File: src/pkg/css_pkg.sv
package css_pkg;

  // Clock period of clk_sys.
  localparam int CLK_NS = 40;

  // Sequence unit T, stepped in half units.
  localparam int T_NS       = 25000;
  localparam int HALF_T_CYC = T_NS / 2 / CLK_NS;

  // Activation steps, in half-T ticks from t0 (t1 is one tick after t0).
  localparam logic [4:0] STEP_T1     = 5'h01;
  localparam logic [4:0] STEP_SUPPLY = 5'h04;
  localparam logic [4:0] STEP_IO     = 5'h09;
  localparam logic [4:0] STEP_RST    = 5'h0f;

  // Deactivation steps, in half-T ticks from t10.
  localparam logic [4:0] DSTEP_CLK  = 5'h01;
  localparam logic [4:0] DSTEP_IO   = 5'h02;
  localparam logic [4:0] DSTEP_VCC  = 5'h03;
  localparam logic [4:0] DSTEP_DONE = 5'h04;

  // Least delay from I/O release to card clock start.
  localparam int IO_TO_CLK_NS  = 200;
  localparam int IO_TO_CLK_CYC = (IO_TO_CLK_NS + CLK_NS - 1) / CLK_NS;

  // Presence debounce and stop-mode wake delay.
  localparam int DEBOUNCE_MS  = 8;
  localparam int DEBOUNCE_CYC = DEBOUNCE_MS * 1000000 / CLK_NS;
  localparam int POWERUP_US   = 220;
  localparam int POWERUP_CYC  = POWERUP_US * 1000 / CLK_NS;

  // Synchroniser reset image: session request idle high, every other pin low.
  // Reset must never fake the stop pattern, or every reset would pass through stop and wake.
  localparam logic [10:0] SYNC_INIT = 11'h400;

  typedef enum logic [2:0] {
    CSS_IDLE,
    CSS_ACT,
    CSS_ACTIVE,
    CSS_DEACT,
    CSS_STOP,
    CSS_WAKE
  } css_state_t;

  typedef enum logic [1:0] {
    CSS_VCC_3V,
    CSS_VCC_5V,
    CSS_VCC_1V8
  } css_vsel_t;

  // Analog monitor flags, high when the fault is present.
  typedef struct packed {
    logic supply_short;
    logic host_supply_drop;
    logic generator_range;
    logic overheat;
  } css_faults_t;

  // Card contact controls.
  typedef struct packed {
    logic supply_enable;
    logic io_release;
    logic card_reset;
    logic clock_enable;
    logic grounded;
  } css_contacts_t;

endpackage : css_pkg

File: src/verilog/css_debounce.sv
`timescale 1ns/1ns
module css_debounce
  import css_pkg::*;
#(
  parameter int DEB_CYC = DEBOUNCE_CYC
)
(
  input  wire logic clk_sys,
  input  wire logic srst,
  input  wire logic detect,
  input  wire logic restart,
  output logic      present
);

  localparam int CW = $clog2(DEB_CYC + 1);

  logic [CW-1:0] cnt;

  // A delay below two cycles leaves the counter nothing to count.
  if (DEB_CYC < 2)
  begin : g_bad_delay
    $error("css_debounce: DEB_CYC must be at least 2");
  end

  // Insertion must hold steady for the whole delay; removal drops at once.
  always_ff @(posedge clk_sys)
  begin
    if (srst || restart || !detect)
    begin
      cnt     <= '0;
      present <= 1'b0;
    end
    else if (!present)
    begin
      if (cnt == CW'(DEB_CYC - 1))
        present <= 1'b1;
      else
        cnt <= cnt + CW'(1);
    end
  end

  a_removal_fast: assert property (@(posedge clk_sys) disable iff (srst) !detect |=> !present)
    else $error("presence stayed up after removal");

  a_insert_delay: assert property (@(posedge clk_sys) disable iff (srst)
    $rose(present) |-> $past(cnt) == CW'(DEB_CYC - 1))
    else $error("presence rose before the debounce delay");

endmodule : css_debounce

File: src/verilog/css_sequencer.sv
`timescale 1ns/1ns
// Behaviour
// - Session starts on request low with card present.
// - Sequences timed in T of 64 oscillator periods.
// - Fast oscillator at t0, supply up by t1+1.5T.
// - Card I/O held low until t1+4T.
// - Card reset low until t1+7T, then copies host.
// - Applied clock starts when host reset falls.
// - After t5 host reset ignored for clock.
// - Reset low at request: clock at t3+200ns.
// - Deactivation order: reset, clock, I/O, supply.
// - After deactivation ground contacts, slow oscillator.
// - Session faults drop status and force deactivation.
// - Outside session status shows presence; drop pulses reset.
// - Status returns high after fault if card present.
// - Insertion debounced 8ms before status rises.
// - Removal drops status immediately, starts deactivation.
// - Stop mode on three pins high when inactive.
// - Stop disables analog; status follows detect directly.
// - Stop exit holds status low for 220us+8ms.
// - Running deactivation completes before stop entry.
// - Low-voltage select wins; else 5V or 3V.
// - Outputs report selected and other slot presence.
// - Slot select low is slot A, high slot B.
module css_sequencer
  import css_pkg::*;
#(
  parameter int DEB_CYC = DEBOUNCE_CYC,
  parameter int PUP_CYC = POWERUP_CYC
)
(
  input  wire logic          clk_sys,
  input  wire logic          srst,
  input  wire logic          session_request_n,
  input  wire logic          host_card_reset,
  input  wire logic          low_voltage_select,
  input  wire logic          high_voltage_select,
  input  wire logic          slot_select,
  input  wire logic          card_detect_a,
  input  wire logic          card_detect_b,
  input  wire css_faults_t   analog_faults,
  output css_contacts_t      contacts,
  output css_vsel_t          supply_select,
  output logic               active_slot_b,
  output logic               osc_high,
  output logic               analog_enable,
  output logic               power_on_reset_pulse,
  output logic               slot_status,
  output logic               other_slot_presence_n
);

  localparam int HW = $clog2(HALF_T_CYC);
  localparam int WW = $clog2(PUP_CYC + 1);

  css_state_t    state;
  logic [4:0]    step;
  logic [HW-1:0] hcnt;
  logic          tick;
  logic [WW-1:0] wcnt;
  logic          clk_mode;
  logic          fault;
  logic          rst_prev;
  logic          drop_prev;
  logic [10:0]   pins_s;
  logic          req_n_s;
  logic          host_card_reset_s;
  logic          lv_s;
  logic          hv_s;
  logic          sel_s;
  logic [1:0]    det_s;
  css_faults_t   flt_s;
  logic [1:0]    deb;
  logic          sel_det;
  logic          sel_deb;
  logic          other_deb;
  logic          stop_pins;
  logic          in_session;
  logic          fault_any;

  if (HALF_T_CYC < 2 || PUP_CYC < 2 || IO_TO_CLK_CYC >= HALF_T_CYC)
  begin : g_bad_timing
    $error("css_sequencer: timing constants cannot be served");
  end

  // Every pin crosses two flip-flops before use.
  css_sync #(
    .WIDTH (11),
    .INIT  (SYNC_INIT)
  ) u_sync (
    .clk_sys  (clk_sys),
    .srst     (srst),
    .pin      ({session_request_n, low_voltage_select, high_voltage_select, host_card_reset,
                slot_select, card_detect_b, card_detect_a, analog_faults}),
    .pin_sync (pins_s)
  );

  assign req_n_s = pins_s[10];
  assign lv_s    = pins_s[9];
  assign hv_s    = pins_s[8];
  assign host_card_reset_s = pins_s[7];
  assign sel_s   = pins_s[6];
  assign det_s   = pins_s[5:4];
  assign flt_s   = pins_s[3:0];

  // One debouncer per slot; both held low while stopped or waking.
  for (genvar g = 0; g < 2; g++)
  begin : g_deb
    css_debounce #(
      .DEB_CYC (DEB_CYC)
    ) u_deb (
      .clk_sys (clk_sys),
      .srst    (srst),
      .detect  (det_s[g]),
      .restart (state == CSS_STOP || state == CSS_WAKE),
      .present (deb[g])
    );
  end

  // Slot routing: low selects slot A.
  assign sel_det    = sel_s ? det_s[1] : det_s[0];
  assign sel_deb    = sel_s ? deb[1] : deb[0];
  assign other_deb  = sel_s ? deb[0] : deb[1];
  assign stop_pins  = req_n_s && lv_s && hv_s;
  assign in_session = state == CSS_ACT || state == CSS_ACTIVE;
  // All fault flags and card removal only count during activation and the active state.
  assign fault_any  = in_session && (!sel_det || flt_s.supply_short || flt_s.host_supply_drop ||
                                     flt_s.generator_range || flt_s.overheat);

  // Half-T tick generator, free-running from reset and not restarted on state changes.
  always_ff @(posedge clk_sys)
  begin
    if (srst || tick)
      hcnt <= '0;
    else
      hcnt <= hcnt + HW'(1);
  end
  assign tick = hcnt == HW'(HALF_T_CYC - 1);

  // Main sequence.
  always_ff @(posedge clk_sys)
  begin
    if (srst)
    begin
      state    <= CSS_IDLE;
      step     <= '0;
      wcnt     <= '0;
      clk_mode <= 1'b0;
    end
    else
    begin
      case (state)
        CSS_IDLE:
        begin
          step <= '0;
          if (stop_pins)
            state <= CSS_STOP;
          else if (!req_n_s && sel_deb && !fault)
          begin
            state    <= CSS_ACT;
            clk_mode <= host_card_reset_s;
          end
        end
        CSS_ACT:
        begin
          if (fault_any || req_n_s)
          begin
            state <= CSS_DEACT;
            step  <= '0;
          end
          else if (tick)
          begin
            step <= step + 5'h01;
            if (step == STEP_RST - 5'h01)
              state <= CSS_ACTIVE;
          end
        end
        CSS_ACTIVE:
        begin
          step <= '0;
          if (fault_any || req_n_s)
            state <= CSS_DEACT;
        end
        CSS_DEACT:
        begin
          if (tick)
          begin
            step <= step + 5'h01;
            if (step == DSTEP_DONE - 5'h01)
              state <= stop_pins ? CSS_STOP : CSS_IDLE;
          end
        end
        CSS_STOP:
        begin
          wcnt <= '0;
          if (!stop_pins)
            state <= CSS_WAKE;
        end
        CSS_WAKE:
        begin
          wcnt <= wcnt + WW'(1);
          if (wcnt == WW'(PUP_CYC - 1))
            state <= CSS_IDLE;
        end
        default:
          state <= CSS_IDLE;
      endcase
    end
  end

  // Fault is sticky until the host withdraws its request.
  always_ff @(posedge clk_sys)
  begin
    if (srst)
      fault <= 1'b0;
    else if (fault_any)
      fault <= 1'b1;
    else if (req_n_s && (state == CSS_IDLE || state == CSS_STOP))
      fault <= 1'b0;
  end

  // Contact drive, one cycle behind the state it decodes.
  always_ff @(posedge clk_sys)
  begin
    if (srst)
    begin
      contacts <= '{supply_enable: 1'b0, io_release: 1'b0, card_reset: 1'b0, clock_enable: 1'b0, grounded: 1'b1};
      rst_prev <= 1'b0;
    end
    else
    begin
      rst_prev <= host_card_reset_s;
      case (state)
        CSS_ACT:
        begin
          contacts.grounded      <= 1'b0;
          contacts.supply_enable <= step >= STEP_T1;
          contacts.io_release    <= step >= STEP_IO;
          contacts.card_reset    <= 1'b0;
          if (step >= STEP_IO && !clk_mode && (step > STEP_IO || hcnt >= HW'(IO_TO_CLK_CYC)))
            contacts.clock_enable <= 1'b1;
          else if (step >= STEP_IO && clk_mode && rst_prev && !host_card_reset_s)
            contacts.clock_enable <= 1'b1;
        end
        CSS_ACTIVE:
        begin
          contacts.card_reset <= host_card_reset_s;
        end
        CSS_DEACT:
        begin
          contacts.card_reset <= 1'b0;
          if (step >= DSTEP_CLK)
            contacts.clock_enable <= 1'b0;
          if (step >= DSTEP_IO)
            contacts.io_release <= 1'b0;
          if (step >= DSTEP_VCC)
            contacts.supply_enable <= 1'b0;
        end
        default:
        begin
          contacts <= '{supply_enable: 1'b0, io_release: 1'b0, card_reset: 1'b0, clock_enable: 1'b0,
                        grounded: 1'b1};
        end
      endcase
    end
  end

  // Status outputs, supply selection and housekeeping.
  always_ff @(posedge clk_sys)
  begin
    if (srst)
    begin
      slot_status           <= 1'b0;
      other_slot_presence_n <= 1'b0;
      supply_select         <= CSS_VCC_3V;
      active_slot_b         <= 1'b0;
      osc_high              <= 1'b0;
      analog_enable         <= 1'b1;
      power_on_reset_pulse  <= 1'b0;
      drop_prev             <= 1'b0;
    end
    else
    begin
      drop_prev             <= flt_s.host_supply_drop;
      active_slot_b         <= sel_s;
      other_slot_presence_n <= other_deb;
      supply_select         <= lv_s ? CSS_VCC_1V8 : (hv_s ? CSS_VCC_5V : CSS_VCC_3V);
      osc_high              <= state == CSS_ACT || state == CSS_ACTIVE || state == CSS_DEACT;
      analog_enable         <= state != CSS_STOP;
      // Outside a session a supply drop only pulses the internal reset.
      power_on_reset_pulse  <= !in_session && flt_s.host_supply_drop && !drop_prev;
      if (fault || fault_any)
        slot_status <= 1'b0;
      else if (state == CSS_STOP)
        slot_status <= sel_det;
      else if (state == CSS_WAKE)
        slot_status <= 1'b0;
      else
        slot_status <= sel_deb;
    end
  end

  a_io_release_time: assert property (@(posedge clk_sys) disable iff (srst)
    $rose(contacts.io_release) |-> $past(state) == CSS_ACT && $past(step) == STEP_IO)
    else $error("card I/O released at the wrong step");

  a_reset_hold_low: assert property (@(posedge clk_sys) disable iff (srst)
    $rose(contacts.card_reset) |-> $past(state) == CSS_ACTIVE && $past(host_card_reset_s))
    else $error("card reset rose before t5 or without host reset");

  a_deact_order: assert property (@(posedge clk_sys) disable iff (srst)
    $fell(contacts.supply_enable) |-> !contacts.clock_enable && !contacts.io_release && !contacts.card_reset)
    else $error("supply fell before reset, clock and I/O");

  a_fault_drops: assert property (@(posedge clk_sys) disable iff (srst)
    fault_any |=> !slot_status ##1 state == CSS_DEACT)
    else $error("fault did not drop status and deactivate");

  a_stop_only_idle: assert property (@(posedge clk_sys) disable iff (srst)
    state == CSS_STOP && $past(state) != CSS_STOP |-> $past(state) inside {CSS_IDLE, CSS_DEACT})
    else $error("stop mode entered from an active state");

  a_stop_follows: assert property (@(posedge clk_sys) disable iff (srst)
    state == CSS_STOP && $past(state) == CSS_STOP && !fault |=> slot_status == $past(sel_det))
    else $error("status does not follow detect in stop mode");

  a_wake_holds: assert property (@(posedge clk_sys) disable iff (srst)
    state == CSS_STOP ##1 state == CSS_WAKE |=> !slot_status [*8])
    else $error("status released during stop wake delay");

  a_vsel_priority: assert property (@(posedge clk_sys) disable iff (srst)
    lv_s ##1 1'b1 |-> supply_select == CSS_VCC_1V8)
    else $error("low-voltage select did not take priority");

  a_clock_after_io: assert property (@(posedge clk_sys) disable iff (srst)
    $rose(contacts.clock_enable) |-> contacts.io_release && $past(step) >= STEP_IO)
    else $error("card clock started before I/O release");
endmodule : css_sequencer

File: src/verilog/css_sync.sv
`timescale 1ns/1ns
module css_sync
  import css_pkg::*;
#(
  parameter int          WIDTH = 11,
  parameter logic [10:0] INIT  = SYNC_INIT
)
(
  input  wire logic             clk_sys,
  input  wire logic             srst,
  input  wire logic [WIDTH-1:0] pin,
  output logic      [WIDTH-1:0] pin_sync
);

  logic [WIDTH-1:0] meta;

  // The reset image holds eleven bits, so no wider bank can be served.
  if (WIDTH < 1 || WIDTH > 11)
  begin : g_bad_width
    $error("css_sync: WIDTH must lie between 1 and 11");
  end

  // Two stages; the first is read by the second only.
  always_ff @(posedge clk_sys)
  begin
    if (srst)
    begin
      meta     <= INIT[WIDTH-1:0];
      pin_sync <= INIT[WIDTH-1:0];
    end
    else
    begin
      meta     <= pin;
      pin_sync <= meta;
    end
  end

endmodule : css_sync
File: config.mk
export PLATFORM = sky130hd
export DESIGN_NAME = css_sequencer
export DESIGN_NICKNAME = d
export VERILOG_FILES = /design/src/pkg/css_pkg.sv /design/src/verilog/css_debounce.sv /design/src/verilog/css_sequencer.sv /design/src/verilog/css_sync.sv
export SDC_FILE = /design/constraint.sdc
export NUM_CORES = 1
export LEC_CHECK = 0
export BUFFER_PORTS_ARGS = -buffer_cell sky130_fd_sc_hd__buf_2
export CAP_MARGIN = 25
export CELL_PAD_IN_SITES_DETAIL_PLACEMENT = 1
export CELL_PAD_IN_SITES_GLOBAL_PLACEMENT = 2
export CORE_MARGIN = 8
export CORE_UTILIZATION = 38
export DETAILED_ROUTE_END_ITERATION = 10
export PLACE_DENSITY_LB_ADDON = 0.12
export SLEW_MARGIN = 20
export SYNTH_ARGS = -nofsm -noshare
export SYNTH_HDL_FRONTEND = slang
export SYNTH_HIERARCHICAL = 1
export SYNTH_SLANG_ARGS = --single-unit
File: constraint.sdc
create_clock -name clk_sys -period 2.6 [get_ports clk_sys]
set_input_delay 0.13 -clock clk_sys [delete_from_list [all_inputs] [get_ports clk_sys]]
set_output_delay 0.13 -clock clk_sys [all_outputs]
set_load 0.1 [all_outputs]
==> run_results.csv <==
group,metric,value,unit
timing,slew_headroom,66.9,%
logic_synthesis,ys_warn_count,6,
logic_synthesis,ys_ff_latch,107,
route,post_drt_wl_per_cell,15.8,um
timing,fin_skew,0.00605,ns
cts,post_cts_buffers,0,
placed_design,place_congestion,0.792,
floorplanning,die_height,129,um
flow_run,drv_cap,0,
layout,diodes,0,
timing,slew_viol_final,0,
power,leakage,1.92,nW
logic_synthesis,ys.flop_type,"dfxtp_1",
setup_path,rr_worst_depth,5,
cts,root_buffer,"clkbuf_16",
cts,cts_resized,0,
cts,htreeDepth,3,
logic_synthesis,ys_types,62,
logic_synthesis,synthCells,564,
layout,fin_nets,619,
status,run_status,"complete, no violations",
layout,final_cell_area,0.00556,mm2
grt,grt_pass1_wl,21.2,mm
logic_synthesis,synth_async_sr_flop_share,0,%
floorplanning,start_util,38.8,%
timing,worst_slew_pin_slew,0.492,ns
grt,overflow,0,
worst_hold_path,hold_path_class,"input pin to flop",
layout,drive_gt1_share,12.5,%
power,ir_drop,0.000283,V
setup_path,reg2reg_slack,0.51,ns
placed_design,hpwl,8.78,mm
placed_design,port_buffers,25,
cts,worstSkewPairLatency,0.35,ns
layout,nFillCells,1506,
floorplanning,pin_count,26,
timing,grt_setup_unrepaired,"no",
setup_path,r2r_end,"wcnt[11]$_SDFFE_PP0P_",
setup_path,critPathRequiredTime,2.88,ns
cts,ctsHoldBuffers,7,
setup_path,critPathLaunchType,"flop",
power,power_density,604,mW/mm2
route,drt-total-wl,12.2,mm
timing,hold-worst-slack,0.00917,ns
power,totalPowerFinal,3.36,mW
cts,cts.sinks,107,
route,detail-route-antenna-nets,0,
route,drc,0,
floorplanning,placementRows,41,
route,dr.pass1.iters,4,
setup_path,cp.arrival,2.37,ns
cts,numCtsBuffers,9,
grt,grt_max_degree,23,
placed_design,place_area,0.00521,mm2
floorplanning,dieArea,0.0167,mm2
worst_hold_path,hp-start,"analog_faults[0]",
timing,fin_crit_sh,80.2,%
cts,cts_tree,"built",
grt,grt_pass1_vias,4336,
worst_hold_path,min_to,"u_sync/meta[0]$_SDFF_PP0_",
route,via_per_inst,5.41,
route,num_vias,4184,
setup_path,worstPathMaxFanout,11,
logic_synthesis,syn_nets,585,
floorplanning,coreArea,0.0126,mm2
timing,period_needed,2.09,ns
floorplanning,die_x,129,um
route,drt_iter0_markers,198,
setup_path,crit_start,"state[0]$_SDFFE_PP0P_",
setup_path,end_kind,"flop",
timing,fin_tns_setup,0,ns
setup_path,worstReg2RegStart,"state[0]$_SDFFE_PP0P_",
grt,grt_antenna_before_repair,0,
logic_synthesis,synth_seq_area_share,44.0,%
timing,setup_viol_count_final,0,
worst_hold_path,whs_path_depth,2,
grt,track_usage,15.7,%
setup_path,setup.worst_path.class,"flop to flop",
cts,clkTransAtPathRegs,0.07,ns
logic_synthesis,syn_area_per_cell,8.64,um2
cts,cts_buffer_depth,2,
timing,hold_viol_final,0,
timing,fmax,479,MHz
layout,areaGrowthSynthToFinish,14.2,%
logic_synthesis,synth-edff-count,0,
logic_synthesis,synth_area,0.00487,mm2
==> logic make-up (layout without fill, tap and decap cells) <==
kind of cell,count (synthesis),count (layout),share of synthesized area [%]
AND/OR/NAND/NOR,284,284,31.9
flip-flops,107,107,44.0
AO/OA/AOI/OAI,90,90,12.2
buffers and inverters,42,80,3.52
XOR/XNOR,23,23,4.14
multiplexers,10,10,2.23
adder cells (fa/ha/maj),8,8,2.06
==> state kept, by name, summed over array words and instances (netlist names), 2 cells and up <==
| signal | cells |
|---|---|
| u_sync/pin_sync | 11 |
| contacts | 5 |
| u_sync/meta | 11 |
| g_deb.u_deb/cnt | 36 |
| supply_select | 2 |
| state | 3 |
| g_deb.u_deb/present | 2 |
| hcnt | 9 |
| step | 5 |
| wcnt | 13 |
==> critical path, stage by stage, from the launching register on <==
cell and delay (ns):
dfxtp_1 0.56, nand3b_1 0.31, or3_1 0.44, nor3_1 0.25
mux2_2 0.36, nor2_1 0.09
==> worst max-delay path by stage <==
stage                                          endpoint  slack [ns]  cells after the start
floorplan            g_deb[0].u_deb/cnt[1]$_SDFFE_PP0P_        0.47                      7
finish                            wcnt[11]$_SDFFE_PP0P_        0.51                      5
global route                      wcnt[11]$_SDFFE_PP0P_        0.36                      5
detailed placement  g_deb[1].u_deb/cnt[16]$_SDFFE_PP0P_        0.54                      5
global placement    g_deb[0].u_deb/cnt[16]$_SDFFE_PP0P_        0.65                      5
CTS                               wcnt[11]$_SDFFE_PP0P_        0.51                      5
==> routing by layer <==
metal,vias up,track usage [%],wire (um)
met5,-,0,0
met4,0,4.56,159
met3,15,4.44,405
met2,37,26.1,5800
met1,2047,19.3,5870
li1,2085,-,-
==> where the power goes <==
part / switching (mW) / leakage (nW) / internal [mW] / total, mW
sequential: 0.0335 / 0.868 / 1.68 / 1.71
combinational: 0.226 / 0.909 / 0.109 / 0.335
clock: 0.590 / 0.141 / 0.721 / 1.31
==> through the flow <==
| stage | worst slack [ns] | std cells | util, % |
|---|---|---|---|
| finish | 0.514 | 774 | 44.3 |
| global route | 0.356 | 774 | 44.3 |
| CTS | 0.513 | 774 | 44.3 |
| detailed placement | 0.540 | 752 | 41.5 |
| global placement | 0.645 | 752 | 41.5 |
| floorplan | 0.466 | 564 | - |
==> Yosys cell counts, types with 4 or more instances <==
cell	instances	area share [%]
nand4_1	11	1.4
a31oi_1	8	1.0
nand2_1	50	3.9
nor3b_1	6	0.92
inv_1	19	1.5
mux2i_1	6	1.2
o21ai_0	15	1.5
clkbuf_1	15	1.2
nor2_1	58	4.5
xnor2_1	14	2.5
ha_1	8	2.1
a211oi_1	4	0.62
a21oi_1	30	3.1
nor3_1	28	2.9
or3_1	13	1.7
nor2b_1	25	3.2
nand2b_1	8	1.0
or4_1	11	1.7
dfxtp_1	107	44
nor4_1	9	1.2
xor2_1	9	1.6
or2_2	4	0.51
and3_1	8	1.0
o31ai_1	4	0.62
nand3_1	26	2.7
a32oi_1	4	0.72
==> cell type report <==
class                           instances  area [um2]  share of cell area (%)
Multi-Input combinational cell        415        2560                    46.0
Clock buffer                           13         270                    4.86
Clock inverter                          2        10.0                   0.180
Sequential cell                       107        2140                    38.5
Inverter                               20        75.1                    1.35
Tap cell                              172         215                    3.87
Timing Repair Buffer                   45         293                    5.26
==> cells in the final DEF, fill, tap and decap left out, types with 9 or more instances in the layout <==
master,netlist,final
nor2_1,58,58
xor2_1,9,9
nand4_1,11,11
nand3_1,26,26
a21oi_1,30,30
nor3_1,28,28
nor4_1,9,9
nand2_1,50,50
nor2b_1,25,25
buf_2,2,25
clkbuf_16,0,9
inv_1,19,19
or4_1,11,11
or3_1,13,13
buf_4,0,13
dfxtp_1,107,107
xnor2_1,14,14
o21ai_0,15,15
Power figures use the tool's default switching activity.
